==> src/idf_map.vh <==
// Constants for the input debounce filter: register map, fields, resets and timing
`ifndef IDF_MAP_VH
`define IDF_MAP_VH

// ==========================================
// Register offsets (byte addresses)
`define IDF_OFS_CTRL0      8'h00
`define IDF_OFS_STAT_OUT   8'h20
`define IDF_OFS_STAT_STBL  8'h24
`define IDF_OFS_STAT_RAW   8'h28
`define IDF_ADR_W          8

// ==========================================
// Channel control register fields
`define IDF_F_TSEL_LSB     0
`define IDF_F_TSEL_MSB     3
`define IDF_F_MODE_LSB     4
`define IDF_F_MODE_MSB     5
`define IDF_F_INV          6
`define IDF_CTRL_W         7

// ==========================================
// Debounce mode codes
`define IDF_MODE_AFTER     2'h0
`define IDF_MODE_BEFORE    2'h1
`define IDF_MODE_BYPASS    2'h2

// ==========================================
// Reset values
`define IDF_CTRL_RST       7'h20
`define IDF_OUT_RST        1'h0

// ==========================================
// Timing
`define IDF_CLK_MHZ        50
`define IDF_TICK_NS        500
`define IDF_LONG_US        25500
`define IDF_TICK_CYC       ((`IDF_TICK_NS * `IDF_CLK_MHZ) / 1000)
`define IDF_LONG_TICKS     ((`IDF_LONG_US * 1000) / `IDF_TICK_NS)
`define IDF_TSEL_LONG      4'hF

`endif

==> src/idf_filter_top.v <==
// Multi-channel input debounce filter with a classic Wishbone register slave
//
// Summary of operation
// - Glitch-detect mode passes an accepted input edge to the output at once.
// - After that edge, glitch-detect holds output until input is steady a full debounce time.
// - Glitch-detect accepts an edge only after the input was steady for the debounce time.
// - Once steady that long, the next edge appears on the output without delay.
// - While disturbances prevent stability, glitch-detect output keeps its current level.
// - A software bypass routes the input around both modes, passing every glitch.
// - Classic mode rejects short glitches, passing transitions only after stability.
// - A glitch burst shorter than the debounce time gives no classic output transition; glitch-detect passes only its first edge.
// - Each channel offers sixteen debounce times from 500 ns to 25.5 ms.
// - An optional inverter before the filter selects rising or falling edge sensitivity.
// - Classic output changes only after an edge then the new level held the debounce time.
// - In bypass the time setting is ignored; the inverter output feeds the output register every cycle.
//
// Chosen here: the Wishbone interface to the registers and the address map.
`timescale 1ns/1ps
`include "idf_map.vh"

module idf_filter_top #(
   parameter NCH        = 4,
   parameter CNT_W      = 16,
   parameter PRE_W      = 8,
   parameter TICK_CYC   = `IDF_TICK_CYC,
   parameter LONG_TICKS = `IDF_LONG_TICKS
) (
   input  wire                      clk_sys,
   input  wire                      nrst,
   input  wire [`IDF_ADR_W-1:0]     wb_adr_i,
   input  wire [31:0]               wb_dat_i,
   input  wire [3:0]                wb_sel_i,
   input  wire                      wb_we_i,
   input  wire                      wb_cyc_i,
   input  wire                      wb_stb_i,
   output reg  [31:0]               wb_dat_o,
   output reg                       wb_ack_o,
   input  wire [NCH-1:0]            sig_in,
   output wire [NCH-1:0]            flt_out
);

   // Parameters are narrowed on purpose through sized copies
   localparam [31:0]       LONG_W32   = LONG_TICKS;
   localparam [31:0]       PRE_W32    = TICK_CYC - 1;
   localparam [CNT_W-1:0]  LONG_T     = LONG_W32[CNT_W-1:0];
   localparam [PRE_W-1:0]  PRE_LAST   = PRE_W32[PRE_W-1:0];

   // ==========================================
   // Debounce interval table, in ticks of 500 ns
   // Steps 0..14 double from one tick; the last step is the longest interval.
   function [CNT_W-1:0] tsel_ticks;
      input [3:0] tsel;
      begin
         if (tsel == `IDF_TSEL_LONG) begin
            tsel_ticks = LONG_T;
         end else begin
            tsel_ticks = {{(CNT_W-1){1'b0}}, 1'b1} << tsel;
         end
      end
   endfunction

   // ==========================================
   // Wishbone slave
   wire                     bus_req = wb_cyc_i & wb_stb_i & ~wb_ack_o;
   wire                     bus_wr  = bus_req & wb_we_i & wb_sel_i[0];
   reg  [`IDF_CTRL_W-1:0]   ctrl_ff [0:NCH-1];
   wire [NCH-1:0]           stbl_w;
   wire [NCH-1:0]           raw_w;
   reg  [31:0]              nxt_rdata;
   integer                  k;
   integer                  j;

   always @* begin
      nxt_rdata = 32'h0000_0000;
      if (wb_adr_i == `IDF_OFS_STAT_OUT) begin
         nxt_rdata[NCH-1:0] = flt_out;
      end else if (wb_adr_i == `IDF_OFS_STAT_STBL) begin
         nxt_rdata[NCH-1:0] = stbl_w;
      end else if (wb_adr_i == `IDF_OFS_STAT_RAW) begin
         nxt_rdata[NCH-1:0] = raw_w;
      end else begin
         for (k = 0; k < NCH; k = k + 1) begin
            if (wb_adr_i == `IDF_OFS_CTRL0 + 4 * k) begin
               nxt_rdata[`IDF_CTRL_W-1:0] = ctrl_ff[k];
            end
         end
      end
   end

   // Unmapped addresses are acknowledged, read as zero and ignore writes
   always @(posedge clk_sys or negedge nrst) begin
      if (!nrst) begin
         wb_ack_o <= 1'b0;
         wb_dat_o <= 32'h0000_0000;
      end else begin
         wb_ack_o <= bus_req;
         if (bus_req) begin
            wb_dat_o <= nxt_rdata;
         end
      end
   end

   // All control words live in one process so the array has a single driver
   always @(posedge clk_sys or negedge nrst) begin
      if (!nrst) begin
         for (j = 0; j < NCH; j = j + 1) begin
            ctrl_ff[j] <= `IDF_CTRL_RST;
         end
      end else begin
         for (j = 0; j < NCH; j = j + 1) begin
            if (bus_wr && wb_adr_i == `IDF_OFS_CTRL0 + 4 * j) begin
               ctrl_ff[j] <= wb_dat_i[`IDF_CTRL_W-1:0];
            end
         end
      end
   end

   // ==========================================
   // Per-channel filters
   genvar i;
   generate
      for (i = 0; i < NCH; i = i + 1) begin : g_ch
         reg  [PRE_W-1:0] pre_ff;
         reg  [CNT_W-1:0] cnt_ff;
         reg              prev_ff;
         reg              out_ff;
         wire [1:0]       mode   = ctrl_ff[i][`IDF_F_MODE_MSB:`IDF_F_MODE_LSB];
         wire             in_s   = sig_in[i] ^ ctrl_ff[i][`IDF_F_INV];
         wire             chg    = in_s ^ prev_ff;
         wire             stable = cnt_ff >= tsel_ticks(ctrl_ff[i][`IDF_F_TSEL_MSB:`IDF_F_TSEL_LSB]);

         assign stbl_w[i]  = stable;
         assign raw_w[i]   = in_s;
         assign flt_out[i] = out_ff;

         // Stability timer: every sampled change restarts it, and it parks once
         // the selected interval is reached so it cannot wrap.
         always @(posedge clk_sys or negedge nrst) begin
            if (!nrst) begin
               prev_ff <= 1'b0;
               pre_ff  <= {PRE_W{1'b0}};
               cnt_ff  <= {CNT_W{1'b0}};
            end else begin
               prev_ff <= in_s;
               if (chg) begin
                  pre_ff <= {PRE_W{1'b0}};
                  cnt_ff <= {CNT_W{1'b0}};
               end else if (!stable) begin
                  if (pre_ff == PRE_LAST) begin
                     pre_ff <= {PRE_W{1'b0}};
                     cnt_ff <= cnt_ff + 1'b1;
                  end else begin
                     pre_ff <= pre_ff + 1'b1;
                  end
               end
            end
         end

         always @(posedge clk_sys or negedge nrst) begin
            if (!nrst) begin
               out_ff <= `IDF_OUT_RST;
            end else begin
               case (mode)
                  `IDF_MODE_AFTER: begin
                     // Follows only a level that has already held the full interval
                     if (stable) begin
                        out_ff <= prev_ff;
                     end
                  end
                  `IDF_MODE_BEFORE: begin
                     // Stable before the edge: the edge passes now and restarts the
                     // timer, so later edges of the burst are locked out. While
                     // stable and unchanged it realigns with the settled level.
                     if (stable) begin
                        out_ff <= in_s;
                     end
                  end
                  default: begin
                     // Time setting ignored; inverter output passes every cycle
                     out_ff <= in_s;
                  end
               endcase
            end
         end
      end
   endgenerate

endmodule // idf_filter_top

==> config.mk <==
export PLATFORM = sky130hd
export DESIGN_NAME = idf_filter_top
export DESIGN_NICKNAME = d
export VERILOG_FILES = /design/src/idf_filter_top.v
export VERILOG_INCLUDE_DIRS = /design/src
export SDC_FILE = /design/constraint.sdc
export NUM_CORES = 1
export LEC_CHECK = 0
export BUFFER_PORTS_ARGS = -buffer_cell sky130_fd_sc_hd__buf_2
export CORE_MARGIN = 10
export CORE_UTILIZATION = 50
export CTS_BUF_LIST = sky130_fd_sc_hd__clkbuf_8
export DETAILED_ROUTE_END_ITERATION = 8
export GPL_TIMING_DRIVEN = 1
export PLACE_DENSITY_LB_ADDON = 0.25
export SETUP_SLACK_MARGIN = 0.05
export SYNTH_ARGS = -nofsm -noshare
export SYNTH_HDL_FRONTEND = slang
export SYNTH_SLANG_ARGS = --single-unit
==> constraint.sdc <==
create_clock -name clk_sys -period 3.59 [get_ports clk_sys]
set_clock_uncertainty 0.15 [all_clocks]
set_input_delay 0.359 -clock clk_sys [delete_from_list [all_inputs] [get_ports clk_sys]]
set_output_delay 0.359 -clock clk_sys [all_outputs]
set_load 0.1 [all_outputs]
**After elaboration in Yosys (flattened, before gate mapping)**

Cells that the tools add are included.

- Order comparisons: 4
- Eq/ne operators: 30
- $add $sub $neg: 8
- Shift-type cells: 4
- Mux-type cells: 50
- Bitwise gates (word level): 13
- Reductions and logical operators: 21

Operators by type and width:

| operator | count |
|---|---|
| $mux W16 | 16 |
| $mux W8 | 12 |
| $add A16 B1 Y16 const B | 4 |
| $ge A16 B16 Y1 | 4 |
| $shl A1 B4 Y16 const A | 4 |
| $add A8 B1 Y8 const B | 4 |
| $eq A8 B5 Y1 const B | 4 |
| $mux W7 | 4 |
| $eq A8 B6 Y1 const B | 3 |
| $ne A2 B2 Y1 const B | 12 |
| $eq A4 B4 Y1 const B | 4 |
| $eq A8 B4 Y1 const B | 2 |
| $reduce_and A2 Y1 | 8 |
| $mux W4 | 3 |
| $mux W3 | 3 |
| $eq A2 B1 Y1 const B | 4 |
| $eq A8 B3 Y1 const B | 1 |
| $logic_not A2 Y1 | 4 |
| $logic_not A8 Y1 | 1 |
| $mux W1 | 8 |
| $pmux W1 S2 | 4 |
| $reduce_bool A2 Y1 | 4 |
| $xor A1 B1 Y1 | 8 |
| $and A1 B1 Y1 | 4 |
| 2 further kinds | 5 |

- Output and inout port bits: 37
- Register bits after elaboration: 140
- Input port bits: 53
- Word-level logic and storage cells: 152

**Longest topological paths before layout**

Gate-level depths: netlist of the first run.

- Depth after elaboration: 8
- Gate-level depth with buffers: 13
- Depth with buffers taken out: 10

**Worst setup path after synthesis of the first run**

No wires, ideal clock.

- Path type: reg-to-reg
- From: register ctrl_ff[8] (netlist name)
- To: register g_ch[2].pre_ff[5]
- Slack: 0.436 ns
- Required time: 3.362 ns
- Buffers on the path: 3
- Arrival time: 2.926 ns
- Stages on the path, launching flop included: 13
- Library setup time: 0.078 ns
- Clock period less this slack: 3.154 ns
- Cell sequence: dfrtp_1 -> clkbuf_1 -> buf_1 -> xnor2_1 -> nand3_1 -> ha_1 -> a211oi_1 -> o21ai_1 -> a221oi_1 -> o21ai_1 -> clkbuf_1 -> or4_1 -> a21oi_1

- Word-level cells in the longest chain between the ends: 4
- Elaborated cells between the ends (all ways): 5
- Those cells by class: 1 x order compare; 2 x eq/ne; 1 x shift; 1 x mux

Ends and longest elaborated chain:

| item | RTL line | source |
|---|---|---|
| from (decl) | idf_filter_top.v:66 | `` reg [`IDF_CTRL_W-1:0] ctrl_ff [0:NCH-1]; `` |
| from (signal, indexed assignment) | idf_filter_top.v:107 | `` ctrl_ff[j] <= `IDF_CTRL_RST; `` |
| from (signal, indexed assignment) | idf_filter_top.v:112 | `` ctrl_ff[j] <= wb_dat_i[`IDF_CTRL_W-1:0]; `` |
| $eq A4 B4 Y1 (no line) or $shl A1 B4 Y16 (tied branches) | -- |  |
| $mux W16 * | idf_filter_top.v:54 | `` if (tsel == `IDF_TSEL_LONG) begin `` |
| $ge A16 B16 Y1 * | idf_filter_top.v:130 | `` wire stable = cnt_ff >= tsel_ticks(ctrl_ff[i][`IDF_F_TSEL_MSB:`IDF_F_TSEL_LSB]); `` |
| $ne A2 B2 Y1 (no line) * | -- |  |
| to (signal assigned) | idf_filter_top.v:141 | `pre_ff <= {PRE_W{1'b0}};` |
| to (signal assigned) | idf_filter_top.v:146 | `pre_ff <= {PRE_W{1'b0}};` |
| to (signal assigned) | idf_filter_top.v:150 | `pre_ff <= {PRE_W{1'b0}};` |
| to (decl) | idf_filter_top.v:123 | `reg [PRE_W-1:0] pre_ff;` |

Mark *: on every way between the ends. The rest lies on a longest branch, timed or not.
A chain may end at the register's enable or synchronous reset.

**Worst setup path in the final report of the first run**

- From: register ctrl_ff[3] (netlist name)
- To: register g_ch[3].cnt_ff[10]

- Word-level cells in the longest chain between the ends: 5
- Elaborated cells between the ends (all ways): 6
- Those cells by class: 1 x order compare; 2 x eq/ne; 1 x shift; 1 x mux; 1 x reduce/logical

Ends and longest elaborated chain:

| item | RTL line | source |
|---|---|---|
| $eq A4 B4 Y1 (no line) or $shl A1 B4 Y16 (tied branches) | -- |  |
| $mux W16 * | idf_filter_top.v:54 |  |
| $ge A16 B16 Y1 * | idf_filter_top.v:130 |  |
| $ne A2 B2 Y1 (no line) * | -- |  |
| $reduce_and A2 Y1 (no line) * | -- |  |
| to (signal assigned) | idf_filter_top.v:142 | `cnt_ff <= {CNT_W{1'b0}};` |
| to (signal assigned) | idf_filter_top.v:147 | `cnt_ff <= {CNT_W{1'b0}};` |
| to (signal assigned) | idf_filter_top.v:151 | `cnt_ff <= cnt_ff + 1'b1;` |
| to (decl) | idf_filter_top.v:124 | `reg [CNT_W-1:0] cnt_ff;` |

Marks and branches as above.

==> results.tsv, run 1 <==
metric	value	unit
total routing resource utilization after global routing	0.177	
maximum net fanout on the critical path	17	
depth of the most critical reg-to-reg path	10	
number of input and output port buffers inserted	36	
hold path endpoint	ctrl_ff[4]	
fraction of power consumed by the clock network	0.359	
count leader, synth	dfrtp_1	
maximum ir drop on the vdd rail	0.317	mV
height of the die	160	µm
GRT Residual Overflow	0	
fraction of registers with async set or reset after synthesis	1.00	
DRC violations left	0	
number of buffers created by CTS	17	
share of the synthesized area in the top cell type	0.349	
RSZ-0062 raised after global routing	yes	
final critical path time including I/O delays and setup	3300	ps
final layout net count	1233	
number of endpoints with negative hold slack in the final report	0	
TritonCTS clock tree	yes	
core region area	0.0193	mm²
number of DRC markers in iteration 0	525	
sinks on the clock net	140	
Maximum Capacitance Violations	0	
Die X-Extent	160	µm
share of the clock period used by the worst path after layout	0.919	
largest cells by area after synthesis	dfrtp_1 (35%), ha_1 (9.8%), a21oi_1 (5.0%)	
number of antenna violations at the first check in global routing	2	
sequential fraction of the synthesis area	0.360	
worst slack at placement	296	ps
number of enable flip-flop cells after synthesis	0	
worst endpoint required time	3820	ps
total half-perimeter wirelength after legalization and detailed placement	16500	µm
proportion of layout cells with a drive suffix above 1	0.141	
die footprint	0.0255	mm²
Routed Wire Length	22900	µm
total leakage power	4.53	nW
num ports	90	
Routed WL per cell	16.6	µm
r2r endpoint	g_ch[3].cnt_ff[10]	
Achievable Freq	303	MHz
Power per Cell Area	351	mW/mm²
number of max-slew violations in the final report	0	
Crit path arrival time	3530	ps
tightest slew margin relative to the limit	0.396	
number of nets still failing antenna checks after routing	0	
worst hold path class	input port to flop	
combinational group share of total power	0.183	
CP Capture Type	flop	
setup violation total in the final timing report	0	
insertion delay to the later sink of the worst-skew pair	460	ps
cell depth of the worst min-delay path	2	
part of the total power dissipated in sequential elements	0.458	
min setup slack post-route	289	ps
Cell variety after synth	72	
largest net degree at the start of global routing	84	
number of buffers on the longest clock path	2	
Post-Synthesis Cell Area	0.00975	mm²
count of yosys warnings during synthesis	0	
CP Launch Type	flop	
Avg Inst Size Synth	9.00	µm²
worst-margin pin slew	907	ps
top flip-flop cell by instance count after synthesis	dfrtp_1	
source of the worst register-to-register timing path	ctrl_ff[3]	
run status	complete, no violations	
number of global-route vias before repair	7598	
type of the worst setup path	flop to flop	
switching part of the total	0.336	
net switching component of the power	1.25	mW
TritonRoute pass-1 iters	5	
Cells after Synth	1083	
final setup TNS	0	ps
final hold slack	60.5	ps
wire length of the first global-routing pass	38300	µm
vias	8258	
RD Place Congestion	0.847	
area overhead of the layout relative to synthesis	8.59	%
starting density of the core	0.504	
Clock Root Buffer	clkbuf_8	
top cell type by total area after synthesis	dfrtp_1	
htree depth	4	
Layout fillers	1759	
clock-pin slew on the worst setup and hold paths	80	ps
reg-to-reg setup timing slack	290	ps
vias per cell	5.97	
synthesized flop and latch total	140	
most frequent cells after synthesis	dfrtp_1 (136), a21oi_1 (97), nand2_1 (87), nand3_1 (83), ha_1 (76)	
Cell Rows	51	
launch point of the worst hold path	wb_dat_i[4]	
internal power summed over all cells	2.47	mW
-- critical path, stage by stage (launching register included) --
cell     delay (ps)
dfrtp_1         680
xnor2_1         180
nand3_1         100
ha_1            310
a211o_1         290
a21oi_1         120
o21ai_0         180
a21o_1          330
buf_4           230
or4_1           500
a21oi_1         150
-- state kept, by name (all words and copies together) (netlist names) --
register      cells
g_ch.cnt_ff      64
g_ch.pre_ff      32
ctrl_ff          28
wb_dat_o          7
g_ch.out_ff       4
g_ch.prev_ff      4
wb_ack_o          1
-- how the worst max path moves through the flow --
stage	slack (ps)	depth (start not counted)	from	to
6_report	290	10	ctrl_ff[3]	g_ch[3].cnt_ff[10]
5_1_grt	10	9	ctrl_ff[22]	g_ch[0].cnt_ff[6]
4_1_cts	290	9	ctrl_ff[21]	g_ch[0].cnt_ff[3]
3_5_place_dp	300	9	ctrl_ff[21]	g_ch[0].pre_ff[7]
3_3_place_gp	360	9	ctrl_ff[21]	g_ch[0].pre_ff[7]
2_1_floorplan	440	12	ctrl_ff[8]	g_ch[2].pre_ff[5]
-- metrics by stage --
step	cell area (µm²)	utilization	power (mW)	std cells
global route	10600	0.547	3.88	1383
finish	10600	0.548	3.72	1384
detailed placement	10200	0.526	2.42	1349
CTS	10600	0.547	3.76	1382
floorplan	9840	-	2.29	1107
global placement	10200	0.526	2.41	1349
-- final cells by class --
class / count / area (µm²) / share of cell area
multi-input combinational: 844 / 5750 / 0.543
sequential: 140 / 3510 / 0.331
timing repair buffer: 71 / 477 / 0.0450
tap: 265 / 332 / 0.0313
clock buffer: 18 / 248 / 0.0234
clock inverter: 14 / 155 / 0.0147
inverter: 30 / 113 / 0.0106
antenna: 2 / 5.00 / 0.000473
-- power groups by stage --
stage	Sequential [mW]	Combinational [mW]	Clock (mW)
global placement	1.73	0.676	0
finish	1.70	0.679	1.33
floorplan	1.74	0.552	0
detailed placement	1.73	0.682	0
CTS	1.70	0.685	1.37
global route	1.71	0.729	1.43
-- layout by cell type (no fill, tap or decap), types with 25 or more instances in the layout --
master,count
dfrtp_1,135
o21ai_0,45
ha_1,76
o31ai_1,38
buf_2,35
nand2_1,87
nand3_1,83
a21oi_1,97
conb_1,25
inv_1,33
nor2_1,40
or4_1,49
buf_4,32
mux2_2,29
-- metal layers --
layer | vias to the layer above | part of all wire | global-route usage
li1 | 4088 | - | -
met2 | 184 | 0.46 | 0.275
met4 | 0 | 0.011 | 0.0425
met1 | 3966 | 0.46 | 0.241
met3 | 20 | 0.064 | 0.0452
met5 | - | 0 | 0
-- cells by family (layout without fill, tap and decap cells) --
family,count (synthesis),count (layout),share of synthesized area
flip-flops,140,140,0.360
adder cells (fa/ha/maj),76,76,0.0975
AO/OA/AOI/OAI,267,267,0.177
buffers and inverters,123,133,0.0606
XOR/XNOR,26,26,0.0234
AND/OR/NAND/NOR,413,413,0.233
other,1,27,0.000385
multiplexers,37,37,0.0481
-- timing repair --
item / 4_1_cts / 5_1_grt
gates resized for setup: 0 / 1
hold endpoints to repair: 57 / 0
setup endpoints to repair: 0 / 13
hold buffers: 1 / 0
buffers inserted: 0 / 0
Note: power is estimated with default switching activity, not from simulation.
==> run 2, diff against run 1 <==
--- a/config.mk
+++ b/config.mk
@@ -12,6 +12,7 @@
 export CTS_BUF_LIST = sky130_fd_sc_hd__clkbuf_8
 export DETAILED_ROUTE_END_ITERATION = 8
 export GPL_TIMING_DRIVEN = 1
+export MAX_ROUTING_LAYER = met4
 export PLACE_DENSITY_LB_ADDON = 0.25
 export SETUP_SLACK_MARGIN = 0.05
 export SYNTH_ARGS = -nofsm -noshare
==> run 2 against run 1 <==
Register-to-register slack is essentially flat. Non-clock buffer count is the same. Power is essentially flat. Critical path depth is the same. First-iteration DRC count grew 4.0%. Worst hold slack lost 3.2 ps. Utilization is the same. Flip-flop and latch count is the same. Highest routed layer unchanged. Count of clock-buffer cells in the layout is the same. Fmax grew 0.16%. Critical path type unchanged. Combinational power is essentially flat. Final cell count is the same.
==> results.tsv, run 2 (same netlist as run 1, synthesis figures left out) <==
metric	value	unit	change
tightest slew margin relative to the limit	0.395		-0.00100
worst endpoint required time	3820	ps	about the same
run status	complete, no violations		
Routed WL per cell	16.5	µm	about the same
DRC violations left	0		unchanged
starting density of the core	0.504		unchanged
combinational group share of total power	0.182		about the same
highest-count cells in the layout ignoring fill and taps	dfrtp_1 (135), a21oi_1 (97), nand2_1 (87), nand3_1 (83), ha_1 (76)		
GRT Residual Overflow	0		unchanged
height of the die	160	µm	unchanged
total leakage power	4.53	nW	unchanged
die footprint	0.0255	mm²	unchanged
worst-margin pin slew	908	ps	+1.50 ps
number of buffers on the longest clock path	2		unchanged
number of input and output port buffers inserted	36		unchanged
number of global-route vias before repair	7585		-0.17%
hold path endpoint	ctrl_ff[25]		
area overhead of the layout relative to synthesis	8.59	%	unchanged
htree depth	4		unchanged
reg-to-reg setup timing slack	290	ps	about the same
CP Launch Type	flop		
insertion delay to the later sink of the worst-skew pair	460	ps	about the same
number of flip-flops under the largest register name	64		unchanged
final setup TNS	0	ps	unchanged
depth of the most critical reg-to-reg path	10		unchanged
total routing resource utilization after global routing	0.182		+0.00537
Achievable Freq	303	MHz	+0.16%
number of max-slew violations in the final report	0		unchanged
number of endpoints with negative hold slack in the final report	0		unchanged
final layout net count	1233		unchanged
CP Capture Type	flop		
r2r endpoint	g_ch[3].cnt_ff[10]		
maximum ir drop on the vdd rail	0.318	mV	about the same
Die X-Extent	160	µm	unchanged
Power per Cell Area	351	mW/mm²	about the same
TritonCTS clock tree	yes		
number of buffers created by CTS	17		unchanged
sinks on the clock net	140		unchanged
Clock Root Buffer	clkbuf_8		
internal power summed over all cells	2.47	mW	about the same
switching part of the total	0.337		+0.000354
Maximum Capacitance Violations	0		unchanged
Routed Wire Length	22900	µm	about the same
Crit path arrival time	3530	ps	about the same
RD Place Congestion	0.861		+1.6%
wire length of the first global-routing pass	38400	µm	+0.15%
launch point of the worst hold path	wb_dat_i[4]		
cell depth of the worst min-delay path	2		unchanged
number of DRC markers in iteration 0	546		+4.0%
total half-perimeter wirelength after legalization and detailed placement	16500	µm	unchanged
setup violation total in the final timing report	0		unchanged
final critical path time including I/O delays and setup	3300	ps	-5.21 ps
area of placed instances	0.0102	mm²	unchanged
net switching component of the power	1.25	mW	+0.15%
most common cell after layout, fill and taps aside	dfrtp_1		
share of the clock period used by the worst path after layout	0.918		-0.00145
part of the total power dissipated in sequential elements	0.458		about the same
register bank with the most flops	g_ch.cnt_ff		
number of antenna violations at the first check in global routing	2		unchanged
vias	8256		-0.024%
fraction of power consumed by the clock network	0.359		about the same
largest registers ranked by flip-flop count	g_ch.cnt_ff (64), g_ch.pre_ff (32), ctrl_ff (28)		
finished layout cell area	0.0106	mm²	unchanged
RSZ-0062 raised after global routing	yes		
number of nets still failing antenna checks after routing	0		unchanged
num ports	90		unchanged
Cell Rows	51		unchanged
vias per cell	5.97		about the same
largest net degree at the start of global routing	84		unchanged
core region area	0.0193	mm²	unchanged
type of the worst setup path	flop to flop		
TritonRoute pass-1 iters	5		unchanged
proportion of layout cells with a drive suffix above 1	0.141		unchanged
maximum net fanout on the critical path	17		unchanged
worst hold path class	input port to flop		
source of the worst register-to-register timing path	ctrl_ff[3]		
clock-pin slew on the worst setup and hold paths	80	ps	about the same
post-CTS repair timing setup buffer count	0		unchanged
Layout fillers	1759		unchanged
==> run 2: cell counts in the layout (fill, tap and decap cells not counted) <==
No cell type changed its count.
==> run 2: stage by stage <==
stage | total power, mW | instances | setup WS [ps] | utilization | hold WS (ps)
after floorplan | 2.29 | 1107 | 436 | - | -86.6
after global placement | 2.41 | 1349 | 362 | 0.526 | 222
after detailed placement | 2.42 | 1349 | 296 | 0.526 | 226
after CTS | 3.76 | 1382 | 287 | 0.547 | 28.1
after global routing | 3.88 | 1384 | 13.7 | 0.548 | 35.0
final | 3.72 | 1384 | 295 | 0.548 | 57.3
==> run 2: power by group through the flow <==
stage / clock network (mW) / logic, mW / registers [mW]
CTS: 1.37 / 0.685 / 1.70
floorplan: 0 / 0.552 / 1.74
global route: 1.44 / 0.729 / 1.71
global placement: 0 / 0.676 / 1.73
detailed placement: 0 / 0.682 / 1.73
finish: 1.34 / 0.678 / 1.70
==> run 2: how the worst max path moves through the flow <==
stage	slack (ps)	end	cells past startpoint	from
final	290	g_ch[3].cnt_ff[10]	10	ctrl_ff[3]
after floorplan	440	g_ch[2].pre_ff[5]	12	ctrl_ff[8]
after detailed placement	300	g_ch[0].pre_ff[7]	9	ctrl_ff[21]
after CTS	290	g_ch[0].cnt_ff[3]	9	ctrl_ff[21]
after global placement	360	g_ch[0].pre_ff[7]	9	ctrl_ff[21]
after global routing	10	g_ch[0].cnt_ff[6]	9	ctrl_ff[22]
==> run 2: critical path, stage by stage, from the launching register on <==
cell and delay [ps]:
dfrtp_1 680, xnor2_1 180, nand3_1 100, ha_1 310
a211o_1 290, a21oi_1 120, o21ai_0 180, a21o_1 330
buf_4 230, or4_1 500, a21oi_1 150
==> run 2: layer usage <==
metal  share of wire  track usage
met5               0            -
met1            0.48        0.243
met2            0.46        0.275
met4           0.011       0.0425
met3           0.049       0.0452
==> run 2: final cells by class <==
class / instances / area, µm² / area share
clock buffers: 18 / 248 / 0.0234
repair buffers: 71 / 477 / 0.0450
well taps: 265 / 332 / 0.0313
inverters: 30 / 113 / 0.0106
diodes: 2 / 5.00 / 0.000473
multi-input cells: 844 / 5750 / 0.543
clock inverters: 14 / 155 / 0.0147
flip-flops and latches: 140 / 3510 / 0.331
==> run 2: timing repair <==
| action | 4_1_cts | 5_1_grt |
|---|---|---|
| resized for setup | 0 | 1 |
| hold endpoints to repair | 57 | 0 |
| endpoints found under the setup margin | 0 | 13 |
| hold buffers | 1 | 0 |
==> run 3, diff against run 2 <==
--- a/config.mk
+++ b/config.mk
@@ -9,7 +9,6 @@
 export BUFFER_PORTS_ARGS = -buffer_cell sky130_fd_sc_hd__buf_2
 export CORE_MARGIN = 10
 export CORE_UTILIZATION = 50
-export CTS_BUF_LIST = sky130_fd_sc_hd__clkbuf_8
 export DETAILED_ROUTE_END_ITERATION = 8
 export GPL_TIMING_DRIVEN = 1
 export MAX_ROUTING_LAYER = met4
==> run 3 against run 2 <==
Non-clock buffer count unchanged. Wire length increased by 1.6%. First-iteration DRC count decreased by 7.7%. Flip-flop and latch count unchanged. Sequential power about the same. Final cell count unchanged. Worst setup slack got worse by 11 ps. Power increased by 13%. Register-to-register slack about the same. Critical path type unchanged. Highest routed layer unchanged.
==> results.tsv, run 3 (same netlist as run 1, synthesis figures left out) <==
metric	value	unit	change
clock-pin slew on the worst setup and hold paths	60	ps	-20 ps
run status	complete, no violations		
buffering stage count on the worst path with inverters included	1		unchanged
finished layout cell area	0.0108	mm²	+1.8%
met1 routing resource usage after global routing	0.243		unchanged
type of the worst setup path	flop to flop		
num ports	90		unchanged
Achievable Freq	302	MHz	-0.34%
die footprint	0.0255	mm²	unchanged
number of flip-flops under the largest register name	64		unchanged
height of the die	160	µm	unchanged
TritonCTS clock tree	yes		
highest-count cells in the layout ignoring fill and taps	dfrtp_1 (135), a21oi_1 (97), nand2_1 (87), nand3_1 (83), ha_1 (76)		
vias per cell	5.97		+0.11%
Maximum Capacitance Violations	0		unchanged
CP Capture Type	flop		
number of input and output port buffers inserted	36		unchanged
Die X-Extent	160	µm	unchanged
number of nets still failing antenna checks after routing	0		unchanged
area of placed instances	0.0102	mm²	unchanged
peak per-stage delay on the critical path	670	ps	about the same
share of the clock period used by the worst path after layout	0.921		+0.00316
total half-perimeter wirelength after legalization and detailed placement	16500	µm	unchanged
Layout fillers	1725		-1.9%
maximum ir drop on the vdd rail	0.319	mV	+0.33%
area overhead of the layout relative to synthesis	10.5	%	
met2 capacity usage during global routing	0.281		+0.00628
met3 routing resource usage after global routing	0.0452		unchanged
maximum net fanout on the critical path	17		unchanged
launch point of the worst hold path	wb_dat_i[4]		
final layout net count	1233		unchanged
critical path's slowest cell	dfrtp_1		
setup violation total in the final timing report	0		unchanged
number of max-slew violations in the final report	0		unchanged
tightest slew margin relative to the limit	0.393		-0.00173
RSZ-0062 raised after global routing	yes		
core region area	0.0193	mm²	unchanged
worst hold path class	input port to flop		
number of endpoints with negative hold slack in the final report	0		unchanged
GRT Residual Overflow	0		unchanged
vias	8265		+0.11%
GRT Max-Usage Layer	met2		
TritonRoute pass-1 iters	5		unchanged
CP top delay family	compound AO/OA/AOI/OAI gates		
CP Launch Type	flop		
startpoint of the most critical setup path	ctrl_ff[3]		
htree depth	4		unchanged
post-CTS repair timing setup buffer count	0		unchanged
source of the worst register-to-register timing path	ctrl_ff[3]		
insertion delay to the later sink of the worst-skew pair	430	ps	-30 ps
number of DRC markers in iteration 0	504		-7.7%
worst-path cell chain	xnor2_1 -> nand3_1 -> ha_1 -> a211o_1 -> a21oi_1 -> o21ai_0 -> a21o_1 -> buf_4 -> or4_1 -> a21oi_1		
Cell Rows	51		unchanged
most frequent cell on the critical path	a21oi_1		
number of global-route vias before repair	7687		+1.3%
largest registers ranked by flip-flop count	g_ch.cnt_ff (64), g_ch.pre_ff (32), ctrl_ff (28)		
Routed WL per cell	16.8	µm	+1.6%
final critical path time including I/O delays and setup	3310	ps	+11.3 ps
DRC violations left	0		unchanged
most common cell after layout, fill and taps aside	dfrtp_1		
Clock Root Buffer	clkbuf_16		
number of buffers on the longest clock path	2		unchanged
RD Place Congestion	0.861		unchanged
worst endpoint required time	3790	ps	-30 ps
wire length of the first global-routing pass	38800	µm	+1.0%
starting density of the core	0.504		unchanged
proportion of layout cells with a drive suffix above 1	0.141		unchanged
sinks on the clock net	140		unchanged
total leakage power	4.61	nW	+1.7%
largest net degree at the start of global routing	84		unchanged
total routing resource utilization after global routing	0.185		+0.00219
number of buffers created by CTS	17		unchanged
Crit path arrival time	3500	ps	-30 ps
final setup TNS	0	ps	unchanged
worst-margin pin slew	911	ps	+2.59 ps
Routed Wire Length	23200	µm	+1.6%
Power per Cell Area	389	mW/mm²	+11%
register bank with the most flops	g_ch.cnt_ff		
number of antenna violations at the first check in global routing	2		unchanged
run 3: cell types whose count changed in the layout (fill, tap and decap cells not counted):
cell,before,now
clkbuf_1,0,3
clkbuf_16,0,17
clkbuf_8,18,1
inv_1,33,30
run 3: final timing paths:
kind / end / slack (ps) / cells after the start
max: g_ch[3].cnt_ff[8] / 280 / 10
min: ctrl_ff[4] / 90 / 2
max reg2reg: g_ch[3].cnt_ff[8] / 280 / 10
min reg2reg: wb_dat_o[6] / 360 / 1
max in group asynchronous: ctrl_ff[5] / 2100 / 3
min in group asynchronous: g_ch[1].cnt_ff[5] / 320 / 2
run 3: routing by layer:
layer,up-vias,wire [µm]
li1,4090,-
met1,3983,11000
met2,170,10800
met3,22,1200
met4,0,293
met5,-,0
run 3: area by class of cell:
class / instances / area [µm²] / share of cell area
timing repair buffer: 71 / 477 / 0.0442
inverter: 30 / 113 / 0.0104
sequential: 140 / 3510 / 0.326
clock inverter: 11 / 144 / 0.0133
tap: 265 / 332 / 0.0308
multi-input combinational: 844 / 5750 / 0.533
antenna: 2 / 5.00 / 0.000464
clock buffer: 21 / 450 / 0.0418
run 3: power breakdown:
group          internal [mW]  switching (mW)  leakage, nW
clock network           1.11           0.702        0.291
logic                  0.141           0.538         2.41
registers               1.63          0.0729         1.91
run 3: through the flow:
step                      hold slack [ps]  power, mW  setup WS (ps)  std cells   util
final                                94.3       4.20            283       1384  0.557
after global routing                 78.4       4.36           15.0       1384  0.557
after CTS                            70.7       4.24            290       1382  0.557
after detailed placement              226       2.42            296       1349  0.526
after global placement                222       2.41            362       1349  0.526
after floorplan                     -86.6       2.29            436       1107      -
run 3: timing repair:
item	in CTS	in global routing
setup endpoints to repair	0	13
hold buffers	1	0
endpoints found under the hold margin	57	0
gates resized for setup	0	1
